### src/rtl/esb_pkg.sv
// package of the e1 spare-bit and pll configuration block
// assumes a 100 MHz core clock and an 8-bit register port
package esb_pkg;
  // ********************************
  // register port and offsets
  // ********************************
  localparam int         AW       = 4;
  localparam int         DW       = 8;
  localparam logic [3:0] REG_PLL  = 4'h0;  // pll_and_slot0_control
  localparam logic [3:0] REG_RTLO = 4'h1;  // spare_bit_route_low
  localparam logic [3:0] REG_RTHI = 4'h2;  // spare_bit_route_high
  localparam logic [3:0] REG_FPOL = 4'h3;  // spare_bit_filter_polarity
  localparam logic [3:0] REG_TXSA = 4'h4;  // slot_zero_transmit_data
  localparam logic [3:0] REG_RXSA = 4'h5;  // slot_zero_receive_status
  localparam logic [3:0] REG_S6TX = 4'h6;  // sa6_transmit_register
  localparam logic [3:0] REG_S6RX = 4'h7;  // sa6_receive_register
  localparam logic [7:0] RST_CR   = 8'h80;
  localparam logic [7:0] RST_FP   = 8'hff;
  // ********************************
  // field positions
  // ********************************
  localparam int B_PLL_FREEZE = 0;  // pll_freeze
  localparam int B_CENT = 1;  // crystal_reference_select
  localparam int B_PLL_INPUT_SELECT = 2;  // pll_input_select
  localparam int B_RECOVERED_CLOCK_OUT_DISABLE = 3;  // recovered_clock_out_disable
  localparam int B_NMF  = 4;  // no_multiframe
  localparam int B_APD  = 5;  // output_alarm_pattern
  localparam int B_SLOT_ZERO_OUTPUT_ENABLE = 6;  // slot_zero_output_enable
  localparam int B_SAT  = 4;  // triple_confirm
  localparam int B_OSCILLATOR_DISABLE = 5;  // oscillator_disable
  localparam int B_POL  = 6;  // clear_on_read_policy
  localparam int B_AMI  = 6;  // line_code_select
  localparam int B_SP   = 6;  // single_polarity_mode
  localparam int B_SPARE_BIT_FILTERING = 7;  // spare_bit_filtering
  localparam int B_WT   = 7;  // write_pending_flag
  // ********************************
  // routing codes, slot layout, timing
  // ********************************
  localparam logic [1:0] RT_REG   = 2'b00;
  localparam logic [1:0] RT_PIN   = 2'b01;
  localparam logic [1:0] RT_S6REG = 2'b10;
  localparam logic [1:0] N_THREE  = 2'd3;
  localparam logic [1:0] N_TWO    = 2'd2;
  localparam logic [1:0] N_ONE    = 2'd1;
  localparam logic [7:0] TS0_LEN  = 8'd8;
  localparam logic [2:0] SA_POS   = 3'd3;  // bit 4 of slot zero
  localparam int         CLK_KHZ  = 100000;
  localparam int         STORE_MS = 250;
  localparam int         STORE_CYC = STORE_MS * CLK_KHZ;
endpackage : esb_pkg

### src/rtl/esb_top.sv
// e1 slot-zero spare-bit routing, filtering and pll configuration
// assumes framer core on mclk; multiplex pins asynchronous to mclk
`timescale 1ns/1ps
module esb_top
#(
  parameter int STORE_CYC = esb_pkg::STORE_CYC
)
(
  input  wire logic                    mclk,
  input  wire logic                    rst,
  input  wire logic [esb_pkg::AW-1:0]  addr,
  input  wire logic [esb_pkg::DW-1:0]  wdata,
  input  wire logic                    wr,
  input  wire logic                    rd,
  output logic      [esb_pkg::DW-1:0]  rdata,
  input  wire logic                    pll_input_pin,
  input  wire logic                    recovered_clock,
  output logic                         pll_freeze,
  output logic                         pll_ref_crystal,
  output logic                         pll_ref,
  output logic                         recovered_clock_out,
  output logic                         recovered_clock_out_oe,
  output logic                         no_multiframe,
  output logic                         line_code_ami,
  output logic                         oscillator_disable,
  input  wire logic                    mux_clk,
  input  wire logic                    mux_frame,
  input  wire logic                    mux_din,
  input  wire logic                    parallel_host,
  input  wire logic                    payload_bit,
  input  wire logic                    frame_odd,
  input  wire logic                    skip_flag,
  input  wire logic                    slip_flag,
  input  wire logic                    sync_lost,
  input  wire logic                    err_over,
  output logic                         mux_dout,
  output logic                         mux_dout_oe,
  input  wire logic                    rx_sa_strobe,
  input  wire logic [4:0]              rx_sa,
  input  wire logic                    rx_smf_strobe,
  input  wire logic [3:0]              rx_sa6,
  input  wire logic                    tx_smf_take,
  output logic      [4:0]              tx_sa,
  output logic      [3:0]              tx_sa6,
  output logic                         tx_sa6_from_reg,
  output logic                         slot_zero_interrupt,
  output logic                         sa6_interrupt
);
  import esb_pkg::*;

  // route code of spare-bit channel i (sa4..sa8)
  function automatic logic [1:0] route_of(input logic [7:0] lo, input logic [7:0] hi,
                                          input int i);
    logic [1:0] c;
    c = 2'b00;
    case (i)
      0: c = lo[1:0];
      1: c = lo[3:2];
      2: c = hi[1:0];
      3: c = hi[3:2];
      default: c = hi[5:4];
    endcase
    return c;
  endfunction : route_of

  // confirmations needed: three when sel, else alternative
  function automatic logic [1:0] need_of(input logic sel, input logic [1:0] alt);
    return sel ? N_THREE : alt;
  endfunction : need_of

  // ********************************
  // registers
  // ********************************
  logic [7:0] cr_pll;
  logic [7:0] cr_rlo;
  logic [7:0] cr_rhi;
  logic [7:0] cr_fp;
  logic [4:0] txr;
  logic [4:0] rxs;
  logic [3:0] s6tx;
  logic [4:0] s6rx;
  logic       wt;
  logic [1:0] repcnt;
  logic [4:0] cand;
  logic [4:0] acc;
  logic [1:0] cnt [5];
  logic [4:0] last_rx;
  logic [4:0] din_sa;
  logic [4:0] cand6;
  logic [1:0] cnt6;
  logic [31:0] tmr;
  logic [4:0] s1;
  logic [4:0] s2;
  logic       clk_d;
  logic [7:0] bcnt;
  logic       alt;
  logic       next_oe;
  logic       next_dout;
  logic [7:0] next_bcnt;
  logic [4:0] conf;
  logic [4:0] set_v;
  logic [4:0] dest;
  logic [4:0] pin_rt;
  logic [4:0] next_rxs;
  logic [4:0] dsa;
  logic       tick;
  logic       rd_rxs;
  logic       rise;
  logic       ts0;
  logic       par;
  logic       slot_zero_output_enable;
  logic       sp;
  logic       spare_bit_filtering;
  logic       conf6;
  logic [4:0] v6;

  // register writes from the host port
  always_ff @(posedge mclk)
  begin
    if (rst)
    begin
      cr_pll <= RST_CR;
      cr_rlo <= RST_CR;
      cr_rhi <= RST_CR;
      cr_fp  <= RST_FP;
      txr    <= 5'h00;
      s6tx   <= 4'h0;
    end
    else if (wr)
    begin
      case (addr)
        REG_PLL:  cr_pll <= wdata;
        REG_RTLO: cr_rlo <= wdata;
        REG_RTHI: cr_rhi <= wdata;
        REG_FPOL: cr_fp  <= wdata;
        REG_TXSA: txr    <= wdata[4:0];
        REG_S6TX: s6tx   <= wdata[3:0];
        default:  ;
      endcase
    end
  end

  // read data one cycle after the strobe
  always_ff @(posedge mclk)
  begin
    if (rst)
      rdata <= 8'h00;
    else if (rd)
    begin
      case (addr)
        REG_PLL:  rdata <= cr_pll;
        REG_RTLO: rdata <= cr_rlo;
        REG_RTHI: rdata <= cr_rhi;
        REG_FPOL: rdata <= cr_fp;
        REG_TXSA: rdata <= {3'h0, txr};
        REG_RXSA: rdata <= {3'h0, rxs};
        REG_S6TX: rdata <= {wt, 3'h0, s6tx};
        REG_S6RX: rdata <= {3'h0, s6rx};
        default:  rdata <= 8'h00;
      endcase
    end
  end

  // ********************************
  // pll and line configuration
  // ********************************
  assign pll_freeze         = cr_pll[B_PLL_FREEZE];
  assign pll_ref_crystal    = cr_pll[B_CENT];
  assign no_multiframe      = cr_pll[B_NMF];
  assign line_code_ami      = cr_rhi[B_AMI];
  assign oscillator_disable = cr_rlo[B_OSCILLATOR_DISABLE];

  // pll input source and recovered clock pin
  always_ff @(posedge mclk)
  begin
    if (rst)
    begin
      pll_ref                <= 1'b0;
      recovered_clock_out    <= 1'b0;
      recovered_clock_out_oe <= 1'b0;
    end
    else
    begin
      pll_ref                <= cr_pll[B_PLL_INPUT_SELECT] ? s2[1] : recovered_clock;
      recovered_clock_out    <= recovered_clock;
      recovered_clock_out_oe <= ~cr_pll[B_RECOVERED_CLOCK_OUT_DISABLE];
    end
  end

  chk_pll_freeze: assert property (@(posedge mclk) disable iff (rst)
    wr && addr == REG_PLL |=> pll_freeze == $past(wdata[B_PLL_FREEZE]))
    else $error("pll freeze does not follow register write");
  chk_pll_source: assert property (@(posedge mclk) disable iff (rst)
    cr_pll[B_PLL_INPUT_SELECT] |=> pll_ref == $past(s2[1]))
    else $error("pll input not taken from pin");
  chk_hcr_float: assert property (@(posedge mclk) disable iff (rst)
    wr && addr == REG_PLL && wdata[B_RECOVERED_CLOCK_OUT_DISABLE] |-> ##2 !recovered_clock_out_oe)
    else $error("recovered clock pin still driven");

  // ********************************
  // multiplex pin side
  // ********************************
  assign par  = s2[0];
  assign slot_zero_output_enable = cr_pll[B_SLOT_ZERO_OUTPUT_ENABLE];
  assign rise = s2[4] & ~clk_d;
  assign ts0  = next_bcnt < TS0_LEN;
  assign next_bcnt = s2[3] ? 8'h00 : 8'(bcnt + 8'd1);

  // two-stage synchronisers for pins
  always_ff @(posedge mclk)
  begin
    if (rst)
    begin
      s1    <= 5'h00;
      s2    <= 5'h00;
      clk_d <= 1'b0;
    end
    else
    begin
      s1    <= {mux_clk, mux_frame, mux_din, pll_input_pin, parallel_host};
      s2    <= s1;
      clk_d <= s2[4];
    end
  end

  // receive bits shown on the output per route
  always_comb
  begin
    for (int i = 0; i < 5; i++)
    begin
      pin_rt[i] = route_of(cr_rlo, cr_rhi, i) == RT_PIN;
      dsa[i]    = pin_rt[i] ? last_rx[i] : rxs[i];
    end
  end

  // output bit for the coming multiplex bit
  always_comb
  begin
    next_oe   = 1'b1;
    next_dout = payload_bit;
    if (par && ts0 && !slot_zero_output_enable)
      next_oe = 1'b0;
    if (cr_pll[B_APD])
      next_dout = ~alt;
    else if (slot_zero_output_enable && (sync_lost || err_over))
      next_dout = 1'b1;
    else if (par && ts0 && slot_zero_output_enable)
    begin
      case (next_bcnt[2:0])
        3'd0:    next_dout = frame_odd;
        3'd1:    next_dout = skip_flag;
        3'd2:    next_dout = slip_flag;
        default: next_dout = dsa[3'(next_bcnt[2:0] - SA_POS)];
      endcase
    end
  end

  // bit counter, output bit and input capture
  always_ff @(posedge mclk)
  begin
    if (rst)
    begin
      bcnt        <= 8'h00;
      alt         <= 1'b0;
      mux_dout    <= 1'b0;
      mux_dout_oe <= 1'b0;
      din_sa      <= 5'h00;
    end
    else if (rise)
    begin
      bcnt        <= next_bcnt;
      alt         <= ~alt;
      mux_dout    <= next_dout;
      mux_dout_oe <= next_oe;
      // din of the bit starting now belongs to count next_bcnt
      if (par && slot_zero_output_enable && ts0 && next_bcnt[2:0] >= SA_POS)
        din_sa[3'(next_bcnt[2:0] - SA_POS)] <= s2[2];
    end
  end

  chk_ts0_float: assert property (@(posedge mclk) disable iff (rst)
    rise && par && ts0 && !slot_zero_output_enable |=> !mux_dout_oe)
    else $error("output driven in slot zero while disabled");
  chk_alarm_ones: assert property (@(posedge mclk) disable iff (rst)
    rise && !cr_pll[B_APD] && slot_zero_output_enable && sync_lost |=> mux_dout)
    else $error("output not forced high on sync loss");

  // ********************************
  // transmit spare bits
  // ********************************
  always_ff @(posedge mclk)
  begin
    if (rst)
    begin
      tx_sa           <= 5'h00;
      tx_sa6          <= 4'h0;
      tx_sa6_from_reg <= 1'b0;
    end
    else
    begin
      for (int i = 0; i < 5; i++)
        tx_sa[i] <= (pin_rt[i] && slot_zero_output_enable) ? din_sa[i] : txr[i];
      tx_sa6          <= s6tx;
      tx_sa6_from_reg <= route_of(cr_rlo, cr_rhi, 2) == RT_S6REG;
    end
  end

  // write pending flag, held until enough sends; a write wins
  always_ff @(posedge mclk)
  begin
    if (rst)
    begin
      wt     <= 1'b0;
      repcnt <= 2'd0;
    end
    else if (wr && addr == REG_S6TX)
    begin
      wt     <= 1'b1;
      repcnt <= 2'd0;
    end
    else if (wt && tx_smf_take && tx_sa6_from_reg)
    begin
      if (2'(repcnt + N_ONE) == need_of(cr_rlo[B_SAT], N_ONE))
      begin
        wt     <= 1'b0;
        repcnt <= 2'd0;
      end
      else
        repcnt <= 2'(repcnt + N_ONE);
    end
  end

  chk_wt_clear: assert property (@(posedge mclk) disable iff (rst)
    $fell(wt) |-> $past(tx_smf_take) && !$past(wr && addr == REG_S6TX))
    else $error("write pending cleared without a send");

  // ********************************
  // receive spare-bit filtering
  // ********************************
  assign sp     = cr_fp[B_SP];
  assign spare_bit_filtering   = cr_fp[B_SPARE_BIT_FILTERING];
  assign rd_rxs = rd && addr == REG_RXSA;

  // 250ms store timer
  always_ff @(posedge mclk)
  begin
    if (rst || tmr == 32'(STORE_CYC - 1))
      tmr <= 32'h0;
    else
      tmr <= tmr + 32'h1;
  end
  assign tick = tmr == 32'(STORE_CYC - 1);

  // confirmation and set conditions per channel
  always_comb
  begin
    for (int i = 0; i < 5; i++)
    begin
      conf[i]  = rx_sa_strobe && rx_sa[i] == cand[i] && cand[i] != acc[i]
               && 2'(cnt[i] + N_ONE) == need_of(spare_bit_filtering, N_TWO);
      set_v[i] = sp && conf[i] && cand[i] == cr_fp[i];
      dest[i]  = i == 2 ? route_of(cr_rlo, cr_rhi, i) != RT_S6REG
                        : route_of(cr_rlo, cr_rhi, i) == RT_REG;
    end
  end

  // next status contents
  always_comb
  begin
    next_rxs = rxs;
    if (sp)
    begin
      if (rd_rxs)
        next_rxs = cr_rlo[B_POL] ? rxs & ~(acc ^ cr_fp[4:0]) : 5'h00;
      next_rxs = next_rxs | (set_v & dest);
    end
    else
    begin
      for (int i = 0; i < 5; i++)
        if (dest[i] && (spare_bit_filtering ? conf[i] : tick))
          next_rxs[i] = spare_bit_filtering ? cand[i] : last_rx[i];
    end
  end

  // per-channel candidate, count and accepted state
  always_ff @(posedge mclk)
  begin
    if (rst)
    begin
      cand    <= 5'h00;
      acc     <= 5'h00;
      last_rx <= 5'h00;
      rxs     <= 5'h00;
      for (int i = 0; i < 5; i++)
        cnt[i] <= 2'd0;
    end
    else
    begin
      rxs <= next_rxs;
      if (rx_sa_strobe)
      begin
        last_rx <= rx_sa;
        for (int i = 0; i < 5; i++)
        begin
          if (rx_sa[i] != cand[i])
          begin
            cand[i] <= rx_sa[i];
            cnt[i]  <= N_ONE;
          end
          else if (cnt[i] != N_THREE)
            cnt[i] <= 2'(cnt[i] + N_ONE);
          if (conf[i])
            acc[i] <= cand[i];
        end
      end
    end
  end

  chk_rx_keep: assert property (@(posedge mclk) disable iff (rst)
    !sp && rd_rxs && !rx_sa_strobe && !tick |=> rxs == $past(rxs))
    else $error("status changed by a read without single polarity");
  chk_sp_set: assert property (@(posedge mclk) disable iff (rst)
    |(set_v & dest) |=> (rxs & $past(set_v & dest)) == $past(set_v & dest))
    else $error("status bit not set on confirmed transition");

  // ********************************
  // sa6 receive register
  // ********************************
  assign v6    = {last_rx[1], rx_sa6};
  assign conf6 = rx_smf_strobe && (cr_rlo[B_SAT]
               ? v6 == cand6 && v6 != s6rx && 2'(cnt6 + N_ONE) == N_THREE
               : 1'b1);

  // sa6 candidate and load
  always_ff @(posedge mclk)
  begin
    if (rst)
    begin
      cand6 <= 5'h00;
      cnt6  <= 2'd0;
      s6rx  <= 5'h00;
    end
    else if (rx_smf_strobe)
    begin
      if (v6 != cand6)
      begin
        cand6 <= v6;
        cnt6  <= N_ONE;
      end
      else if (cnt6 != N_THREE)
        cnt6 <= 2'(cnt6 + N_ONE);
      if (conf6 && route_of(cr_rlo, cr_rhi, 2) == RT_S6REG)
        s6rx <= v6;
    end
  end

  // event pulses
  always_ff @(posedge mclk)
  begin
    if (rst)
    begin
      slot_zero_interrupt <= 1'b0;
      sa6_interrupt       <= 1'b0;
    end
    else
    begin
      slot_zero_interrupt <= |(next_rxs ^ rxs) || |(set_v & dest)
                           || (!sp && !spare_bit_filtering && tick);
      sa6_interrupt       <= conf6 && route_of(cr_rlo, cr_rhi, 2) == RT_S6REG;
    end
  end

  chk_s6_irq: assert property (@(posedge mclk) disable iff (rst)
    sa6_interrupt |-> s6rx == $past(v6))
    else $error("sa6 interrupt without a load");
endmodule : esb_top
### config.mk
export PLATFORM = sky130hd
export DESIGN_NAME = esb_top
export DESIGN_NICKNAME = d
export VERILOG_FILES = /design/src/rtl/esb_pkg.sv /design/src/rtl/esb_top.sv
export SDC_FILE = /design/constraint.sdc
export NUM_CORES = 1
export LEC_CHECK = 0
export BUFFER_PORTS_ARGS = -buffer_cell sky130_fd_sc_hd__buf_2
export CORE_AREA = 2 2 149 151
export DETAILED_ROUTE_END_ITERATION = 6
export DIE_AREA = 0 0 151 153
export PLACE_DENSITY_LB_ADDON = 0.3
export SYNTH_ARGS = -nofsm -noshare
export SYNTH_HDL_FRONTEND = slang
export SYNTH_SLANG_ARGS = --single-unit
### constraint.sdc
create_clock -name mclk -period 2.75 [get_ports mclk]
set_clock_uncertainty 0.05 [all_clocks]
set_input_delay 0.1375 -clock mclk [delete_from_list [all_inputs] [get_ports mclk]]
set_output_delay 0.1375 -clock mclk [all_outputs]
set_load 0.02 [all_outputs]
==> results of run 1 <==
[power groups by stage]
stage               Sequential [W]  Combinational (W)  Clock [W]
CTS                        0.00257           0.000461    0.00241
detailed placement         0.00263           0.000428          0
global route               0.00258           0.000510    0.00251
global placement           0.00263           0.000424          0
floorplan                  0.00261           0.000295          0
finish                     0.00257           0.000460    0.00237
[logic make-up (layout without fill, tap and decap cells)]
group | after synthesis | after routing | share of synthesized area
buf+inv | 77 | 172 | 0.03601
flops | 168 | 168 | 0.4069
simple gates | 392 | 392 | 0.2455
fa+ha+maj | 14 | 14 | 0.02058
compound gates | 153 | 153 | 0.1236
xor+xnor | 62 | 62 | 0.06380
mux | 78 | 78 | 0.1036
[per-layer routing]
metal  vias up  routed length, um  track usage
met1      3380               9758       0.2519
met3        27               1060      0.03343
li1       3500                  -            -
met2       154              10280       0.3152
met5         -                  0            0
met4         0                355      0.05785
[how the worst max path moves through the flow]
stage                         start  slack [ns]                     end
4_1_cts            s2[3]$_SDFF_PP0_        0.30  din_sa[1]$_SDFFE_PP0P_
3_5_place_dp       s2[3]$_SDFF_PP0_        0.31  din_sa[1]$_SDFFE_PP0P_
2_1_floorplan  bcnt[0]$_SDFFE_PP0P_        0.45  din_sa[1]$_SDFFE_PP0P_
5_1_grt            s2[3]$_SDFF_PP0_        0.07  din_sa[1]$_SDFFE_PP0P_
3_3_place_gp   bcnt[0]$_SDFFE_PP0P_        0.33  din_sa[1]$_SDFFE_PP0P_
6_report           s2[3]$_SDFF_PP0_        0.25  din_sa[2]$_SDFFE_PP0P_
[layout make-up]
cell class                 count  share of cell area
tap                          280             0.03501
timing repair buffer         113             0.07602
multi-input combinational    699              0.4754
clock buffer                  20             0.04564
sequential                   168              0.3461
inverter                      27             0.01013
clock inverter                12             0.01175
[worst reg2reg max path, stage by stage, from the launching register on]
cell and delay, ns:
dfxtp_1 0.36, inv_1 0.22, nand2_1 0.15, inv_1 0.12, ha_1 0.16, inv_1 0.04, ha_1 0.16, nand3b_1 0.27
a2111oi_2 0.54, nand4b_1 0.17, a21oi_1 0.17
[repair_timing]
item | in CTS | in global routing
hold buffers | 28 | 0
hold endpoints to repair | 56 | 0
setup endpoints to repair | 0 | 2
gates resized for setup | 0 | 1
[stage by stage]
| stage | cells | hold slack, ns | worst slack (ns) |
|---|---|---|---|
| after global routing | 1319 | 0.02687 | 0.06991 |
| after floorplan | 944 | 0.2115 | 0.4511 |
| after detailed placement | 1259 | 0.3063 | 0.3059 |
| final | 1319 | 0.01621 | 0.2539 |
| after global placement | 1259 | 0.3030 | 0.3259 |
| after CTS | 1319 | 0.003404 | 0.2981 |
[synth_stat cells, drive strengths merged (3+ instances only)]
master,count
mux2,8
or3b,3
o211a,3
nor4,7
o31ai,10
mux2i,63
nor3,12
nor2,116
or4b,3
a31oi,6
and3b,4
dfxtp,158
ha,14
mux4,7
clkbuf,34
a2111oi,5
xor2,31
a21oi,55
nand2,81
o21ai,22
o211ai,4
o41ai,5
nand4b,10
nor3b,7
and3,11
or4,3
nand3b,10
or2,3
nor2b,24
and2,14
xnor2,31
edfxtp,10
nor4b,5
a211oi,6
a22oi,6
o31a,4
inv,25
nand4,13
or3,5
nand3,30
buf,16
nand2b,26
==> impl_metrics.toml, run 1 <==
[outcome]
status = "finished clean"

[routing]
totalWireLength_mm = 21.46
wl_per_cell_um = 16.27
viasPerCell = 5.353
drtPass1Iterations = 5
drtAntennaViolNets = 0
drtIter0Drc = 426
drc = 0
vias = 7061

[die]
core_um2 = 21490
die_w_um = 151
io_pins = 70
die_area_um2 = 23100
std_cell_rows = 54
die_h_um = 153
start_util = 0.3962

[logic_synthesis]
synth_top_area_frac = 0.3716
synth_nets = 998
synth_edf_count = 10
avgSynthCellArea_um2 = 9.017
syn_area_um2 = 8512
synthFlopType = "dfxtp_1"
synth_top_cell_by_area = "dfxtp_1"
synthTopCellsByArea = "dfxtp_1 37%, mux2i_1 7.4%, nor2_1 5.1%, nand2_1 3.6%, edfxtp_1 3.5%"
synthArstFlopShare = 0
ys_seq_elements = 168
synth_warnings = 0
seq_area_frac_synth = 0.4069
synth_cells = 944
synth_cell_types = 89

[placement]
io_buffers = 69
gp_congestion = 0.8380
place_area_um2 = 9151
dp_hpwl_mm = 15.08

[grt]
grt_start_max_net_pins = 94
grt-ovfl-total = 0
grt.total_usage = 0.1901
grt_pass1_wl_mm = 34.92
antenna_found_initial = 0
grt_pass1_vias = 6864

[cells_and_area]
antenna_cells = 0
drive_above_1_share = 0.1521
final_area_um2 = 10010
largest_reg_flops = 32
multiInputGateArea_um2 = 4757
top_register = "tmr"
seq_area_um2 = 3463
reg_top3 = "tmr: 32 flops, cnt: 10 flops"
final_common_cell = "dfxtp_1"
nets = 1080
fillers = 2086
area_growth_pct = 17.57
final_util = 0.4658
final_cell_mix = "158 x dfxtp_1, 115 x nor2_1, 81 x nand2_1, 68 x buf_2, 63 x mux2i_1"

[critical_path]
crit_top_cell = "inv_1"
worstPathRequired_ns = 3.05
end_kind = "flip-flop"
path_buf_inv = 3
critPathKind = "reg -> reg"
r2r_start = "s2[3]$_SDFF_PP0_"
r2r_cells = 10
crit_chain = "inv_1, nand2_1, inv_1, ha_1, inv_1, ha_1, nand3b_1, a2111oi_2, nand4b_1, a21oi_1"
critPathMaxStageDelay_ns = 0.54
critPathLaunchType = "flip-flop"
cp.arrival_ns = 2.80
worst_path_max_delay_cell = "a2111oi_2"
crit_family = "compound AO/OA/AOI/OAI gates"
r2r-end = "din_sa[2]$_SDFFE_PP0P_"
path_max_fanout = 8
r2r_slack_ns = 0.25
cp.depth = 10

[sta]
worst_pin_slew_ns = 1.023
setup-tns-final_ns = 0
setup-violations-final = 0
finalHoldViolCount = 0
relSlewSlack = 0.3180
max_freq_ghz = 0.4006
min_period_ns = 2.496
drv_slew = 0
rsz0062_at_grt = "no"
post-route-period-util = 0.9077

[power_and_ir_drop]
switching_share = 0.2557
p_int_w = 0.004020
combPwrFrac = 0.085
power.leakage_nw = 4.047
p_sw_w = 0.001381
p_per_area_nw_per_um2 = 539.8
vdd_ir_drop_max_mv = 0.3910
total_power_w = 0.005401
power_frac_seq = 0.476
p_clk_frac = 0.439

[clock_network]
clockBufferDepth = 2
cts_root_buffer = "clkbuf_16"
clk_latency_ns = 0.43
clkSlewWorstSetupHoldPaths_ns = 0.07
cts_setup_buffers = 0
cts_num_sinks = 168
numCtsBuffers = 17
cts_tree = "done"
htreeDepth = 4

[hold_path]
hold_class = "in -> reg"
worst_hold_startpoint = "rx_sa[2]"
holdPathEnd = "cand[2]$_SDFFE_PP0P_"
hold_depth = 3

[flow_run]
cap_violations = 0
Power figures use the tool's default switching activity.
==> run 2: changes to the inputs <==
--- a/config.mk
+++ b/config.mk
@@ -10,6 +10,7 @@
 export DETAILED_ROUTE_END_ITERATION = 6
 export DIE_AREA = 0 0 151 153
 export PLACE_DENSITY_LB_ADDON = 0.3
+export REMOVE_ABC_BUFFERS = 1
 export SYNTH_ARGS = -nofsm -noshare
 export SYNTH_HDL_FRONTEND = slang
 export SYNTH_SLANG_ARGS = --single-unit
==> constraint.sdc (replaced) <==
create_clock -name mclk -period 2.75 [get_ports mclk]
set_clock_uncertainty 0.05 [all_clocks]
set_input_delay 0.1375 -clock mclk [delete_from_list [all_inputs] [get_ports mclk]]
set_output_delay 0.1375 -clock mclk [all_outputs]
set_load 0.005 [all_outputs]
==> run 2 against run 1 <==
Against the previous run: sequential share of layout area grew 0.15 points; sequential cell count is the same; count of clock-buffer cells in the layout shrank 2; clock power grew 3%; sequential power is essentially flat; wire length shrank 0.19%.
==> impl_metrics.toml, run 2 (synthesis gave the netlist of run 1 again) <==
[sta]
finalHoldViolCount = 0
setup-tns-final_ns = 0
post-route-period-util = 0.9255
min_period_ns = 2.545
max_freq_ghz = 0.3929
relSlewSlack = 0.4657
setup-violations-final = 0
worst_pin_slew_ns = 0.7977
rsz0062_at_grt = "no"
drv_slew = 0

[critical_path]
r2r_slack_ns = 0.20
end_kind = "flip-flop"
worstSetupEndpoint = "din_sa[1]$_SDFFE_PP0P_"
cp.arrival_ns = 2.79
crit_top_cell = "ha_1"
r2r-end = "din_sa[1]$_SDFFE_PP0P_"
worstPathRequired_ns = 2.99
critPathMaxStageDelay_ns = 0.51
worst_path_max_delay_cell = "a2111oi_2"
critPathLaunchType = "flip-flop"
crit_chain = "or2_2, clkinv_1, ha_1, inv_1, ha_1, nand3b_1, a2111oi_2, a31o_1, a21oi_1"
r2r_start = "s2[3]$_SDFF_PP0_"
critPathKind = "reg -> reg"
crit_path_start = "s2[3]$_SDFF_PP0_"
r2r_cells = 9
path_max_fanout = 9

[outcome]
status = "finished clean"

[flow_run]
cap_violations = 0

[die]
core_um2 = 21490
io_pins = 70
start_util = 0.3962
die_w_um = 151
die_area_um2 = 23100
std_cell_rows = 54
die_h_um = 153

[clock_network]
clkSlewWorstSetupHoldPaths_ns = 0.07
clockBufferDepth = 2
clk_latency_ns = 0.44
htreeDepth = 4
cts_root_buffer = "clkbuf_16"
numCtsBuffers = 17
cts_num_sinks = 168
cts_setup_buffers = 0
cts_tree = "done"

[routing]
vias = 7035
drtAntennaViolNets = 0
drtPass1Iterations = 5
totalWireLength_mm = 21.42
viasPerCell = 5.354
wl_per_cell_um = 16.30
drc = 0
drtIter0Drc = 476

[grt]
grt.total_usage = 0.1913
gr-usage-met1 = 0.2660
antenna_found_initial = 0
use_met3 = 0.03552
grt_pass1_wl_mm = 35.18
grt_start_max_net_pins = 64
gr-usage-met2 = 0.3024
grt-ovfl-total = 0
busiest_layer = "met2"
grt_pass1_vias = 6726

[power_and_ir_drop]
p_per_area_nw_per_um2 = 548.1
power.leakage_nw = 4.025
vdd_ir_drop_max_mv = 0.3782

[placement]
io_buffers = 69
gp_congestion = 0.8444
dp_hpwl_mm = 15.17

[hold_path]
hold_class = "in -> reg"

[cells_and_area]
largest_reg_flops = 32
area_growth_pct = 17.05
nets = 1075
reg_top3 = "tmr: 32 flops, cnt: 10 flops"
final_common_cell = "dfxtp_1"
fillers = 2118
final_cell_mix = "158 x dfxtp_1, 115 x nor2_1, 81 x nand2_1, 68 x buf_2, 63 x mux2i_1"
drive_above_1_share = 0.1518
antenna_cells = 0
top_register = "tmr"
final_util = 0.4637
run 2: cell types whose count changed in the layout (fill, tap and decap cells not counted):
cell,delta
inv_8,+1
clkinv_4,-2
buf_12,-1
clkbuf_8,-2
bufinv_16,+1
clkinv_2,-1
inv_4,+1
dlygate4sd3_1,-4
inv_6,+3
clkinvlp_4,-1
run 2: timing repair:
action | in CTS | in global routing
gates resized for setup | 0 | 1
endpoints found under the hold margin | 52 | 0
hold buffers | 24 | 0
endpoints found under the setup margin | 0 | 1
run 2: final cells by class:
class | count | area [um^2] | share of cell area
Clock inverter | 14 | 161.4 | 0.01620
Sequential cell | 168 | 3463 | 0.3476
Multi-Input combinational cell | 699 | 4757 | 0.4775
Tap cell | 280 | 350.3 | 0.03516
Clock buffer | 18 | 429.2 | 0.04307
Timing Repair Buffer | 108 | 700.7 | 0.07033
Inverter | 27 | 101.3 | 0.01017
run 2: per-stage QoR:
stage | hold WS (ns) | instances | setup WS [ns] | cell area (um^2) | total power, W
3_5_place_dp | 0.3001 | 1258 | 0.2615 | 9131 | 0.003042
4_1_cts | 0.05062 | 1314 | 0.2416 | 9962 | 0.005512
5_1_grt | 0.06738 | 1314 | 0.01889 | 9963 | 0.005671
2_1_floorplan | 0.1537 | 894 | -0.4080 | 8307 | 0.002845
3_3_place_gp | 0.2996 | 1258 | 0.2893 | 9131 | 0.003035
6_report | 0.05807 | 1314 | 0.2049 | 9963 | 0.005461
run 2: critical path: cells and delay by family (launching register included):
kind                     cells  cell delay [ns]
AO/OA/AOI/OAI                3             0.77
adder cells (fa/ha/maj)      2             0.33
buffers and inverters        2             0.23
flip-flops                   1             0.36
AND/OR/NAND/NOR              2             0.65
run 2: how the worst min path moves through the flow:
stage	from	endpoint	slack (ns)	depth (start not counted)
finish	rx_sa_strobe	cand[2]$_SDFFE_PP0P_	0.06	3
CTS	rd	rdata[6]$_SDFFE_PP0P_	0.05	3
global placement	mux_din	s1[2]$_SDFF_PP0_	0.30	2
detailed placement	mux_din	s1[2]$_SDFF_PP0_	0.30	2
floorplan	rst	rxs[0]$_SDFF_PP0_	0.15	1
global route	payload_bit	mux_dout$_SDFFE_PP0P_	0.07	4
run 2: routing by layer:
| layer | share of wire | vias to the layer above |
|---|---|---|
| met2 | 0.46 | 146 |
| met1 | 0.49 | 3365 |
| li1 | - | 3501 |
| met5 | 0 | - |
| met4 | 0.014 | 0 |
| met3 | 0.044 | 23 |
run 2: report_power, final:
group | total, W | switching, W | internal, W
Clock | 0.00244 | 0.00108 | 0.00136
Combinational | 0.000443 | 0.000254 | 0.000190
Sequential | 0.00257 | 0.0000588 | 0.00252
==> run 3: changes to the inputs <==
--- a/config.mk
+++ b/config.mk
@@ -6,9 +6,9 @@
 export NUM_CORES = 1
 export LEC_CHECK = 0
 export BUFFER_PORTS_ARGS = -buffer_cell sky130_fd_sc_hd__buf_2
-export CORE_AREA = 2 2 149 151
+export CORE_AREA = 2 2 141 143
 export DETAILED_ROUTE_END_ITERATION = 6
-export DIE_AREA = 0 0 151 153
+export DIE_AREA = 0 0 143 145
 export PLACE_DENSITY_LB_ADDON = 0.3
 export REMOVE_ABC_BUFFERS = 1
 export SYNTH_ARGS = -nofsm -noshare
==> run 3 against run 2 <==
Against the previous run: clock power increased by 5%; global-route usage up 1.5 points; maximum frequency grew 0.82%; combinational power about the same; sequential share of layout area is 0.061 points lower; total power rose by 2.4%; cell count decreased by 1.3%; largest power group unchanged.
==> impl_metrics.toml, run 3 (synthesis gave the netlist of run 1 again) <==
[power_and_ir_drop]
power_frac_seq = 0.460
vdd_ir_drop_max_mv = 0.3967
p_clk_frac = 0.460
switching_share = 0.2471
p_int_w = 0.004211
power.leakage_nw = 4.046
p_per_area_nw_per_um2 = 560.3
p_sw_w = 0.001382
combPwrFrac = 0.079

[cells_and_area]
final_common_cell = "dfxtp_1"
final_cell_mix = "158 x dfxtp_1, 115 x nor2_1, 81 x nand2_1, 68 x buf_2, 63 x mux2i_1"
largest_reg_flops = 32
final_util = 0.5196
nets = 1073
final_area_um2 = 9981
top_register = "tmr"
fin_cells = 1297
drive_above_1_share = 0.1521
reg_top3 = "tmr: 32 flops, cnt: 10 flops"
antenna_cells = 0
area_growth_pct = 17.26

[die]
core_um2 = 19210
die_area_um2 = 20740
start_util = 0.4432
std_cell_rows = 51
die_w_um = 143
die_h_um = 145
io_pins = 70

[sta]
finalHoldViolCount = 0
worst_pin_slew_ns = 0.7811
setup-tns-final_ns = 0
setup-violations-final = 0
rsz0062_at_grt = "no"
max_freq_ghz = 0.3962
drv_slew = 0
relSlewSlack = 0.4768
whs_ns = 0.04649
min_period_ns = 2.524
post-route-period-util = 0.9179

[clock_network]
htreeDepth = 4
clk_latency_ns = 0.44
clkSlewWorstSetupHoldPaths_ns = 0.07
cts_tree = "done"
cts_root_buffer = "clkbuf_16"
clockBufferDepth = 2
numCtsBuffers = 17
cts_num_sinks = 168

[routing]
drtAntennaViolNets = 0
drc = 0
drtPass1Iterations = 5
totalWireLength_mm = 21.01
viasPerCell = 5.430
wl_per_cell_um = 16.20
drtIter0Drc = 456
vias = 7043

[critical_path]
path_buf_inv = 2
end_kind = "flip-flop"
crit_chain = "or2_2, clkinv_1, ha_1, inv_1, ha_1, nand3b_1, a2111oi_2, a31o_1, a21oi_1"
critPathLaunchType = "flip-flop"
worstPathRequired_ns = 3.00
worst_path_max_delay_cell = "a2111oi_2"
critPathKind = "reg -> reg"
path_max_fanout = 9
cp.arrival_ns = 2.77
crit_family = "compound AO/OA/AOI/OAI gates"
crit_top_cell = "ha_1"
critPathMaxStageDelay_ns = 0.49

[placement]
dp_cells = 1242
gp_congestion = 0.8898
place_area_um2 = 9117
io_buffers = 69
dp_hpwl_mm = 14.73

[grt]
grt_pass1_vias = 6691
grt.total_usage = 0.2061
grt_start_max_net_pins = 112
grt-ovfl-total = 0
grt_pass1_wl_mm = 34.28
antenna_found_initial = 0

[flow_run]
cap_violations = 0

[outcome]
status = "finished clean"

[hold_path]
hold_class = "in -> reg"
run 3: path summary, 6_finish.rpt:
kind / from / to / slack (ns) / cells past startpoint
max: s2[3]$_SDFF_PP0_ / din_sa[1]$_SDFFE_PP0P_ / 0.23 / 9
min: payload_bit / mux_dout$_SDFFE_PP0P_ / 0.05 / 4
max reg2reg: s2[3]$_SDFF_PP0_ / din_sa[1]$_SDFFE_PP0P_ / 0.23 / 9
min reg2reg: s1[4]$_SDFF_PP0_ / s2[4]$_SDFF_PP0_ / 0.39 / 1
run 3: layer usage:
layer	vias up	part of all wire	wire length [um]	GRT usage
met2	192	0.45	9409	0.3110
met3	30	0.053	1107	0.04290
met5	-	0	0	0
met1	3331	0.48	10090	0.2920
met4	0	0.019	400	0.06980
li1	3490	-	-	-
run 3: power by group through the flow:
stage / registers [W] / clock network (W) / logic, W
3_3_place_gp: 0.00263 / 0 / 0.000410
6_report: 0.00257 / 0.00257 / 0.000444
4_1_cts: 0.00257 / 0.00264 / 0.000444
5_1_grt: 0.00258 / 0.00273 / 0.000490
2_1_floorplan: 0.00261 / 0 / 0.000234
3_5_place_dp: 0.00263 / 0 / 0.000414
run 3: cell type report:
class                           instances  area [um^2]
Clock buffer                           18        450.4
Clock inverter                         14        181.4
Fill cell                            1800         9226
Inverter                               27        101.3
Multi-Input combinational cell        699         4757
Sequential cell                       168         3463
Tap cell                              265        331.6
Timing Repair Buffer                  106        695.7
run 3: per-stage QoR:
step / worst slack [ns] / power, W
2_1_floorplan: -0.4080 / 0.002845
3_3_place_gp: 0.2970 / 0.003036
3_5_place_dp: 0.2710 / 0.003042
4_1_cts: 0.2577 / 0.005652
5_1_grt: 0.02516 / 0.005801
6_report: 0.2257 / 0.005593
run 3: timing repair:
item | CTS | global route
setup endpoints to repair | 0 | 1
endpoints found under the hold margin | 55 | 0
setup buffers | 0 | 0
hold buffers | 23 | 0
resized for setup | 0 | 1
run 3: worst min-delay path: stages:
cell	delay, ns
buf_2	0.11
inv_1	0.05
a31o_2	0.13
o21ai_0	0.06
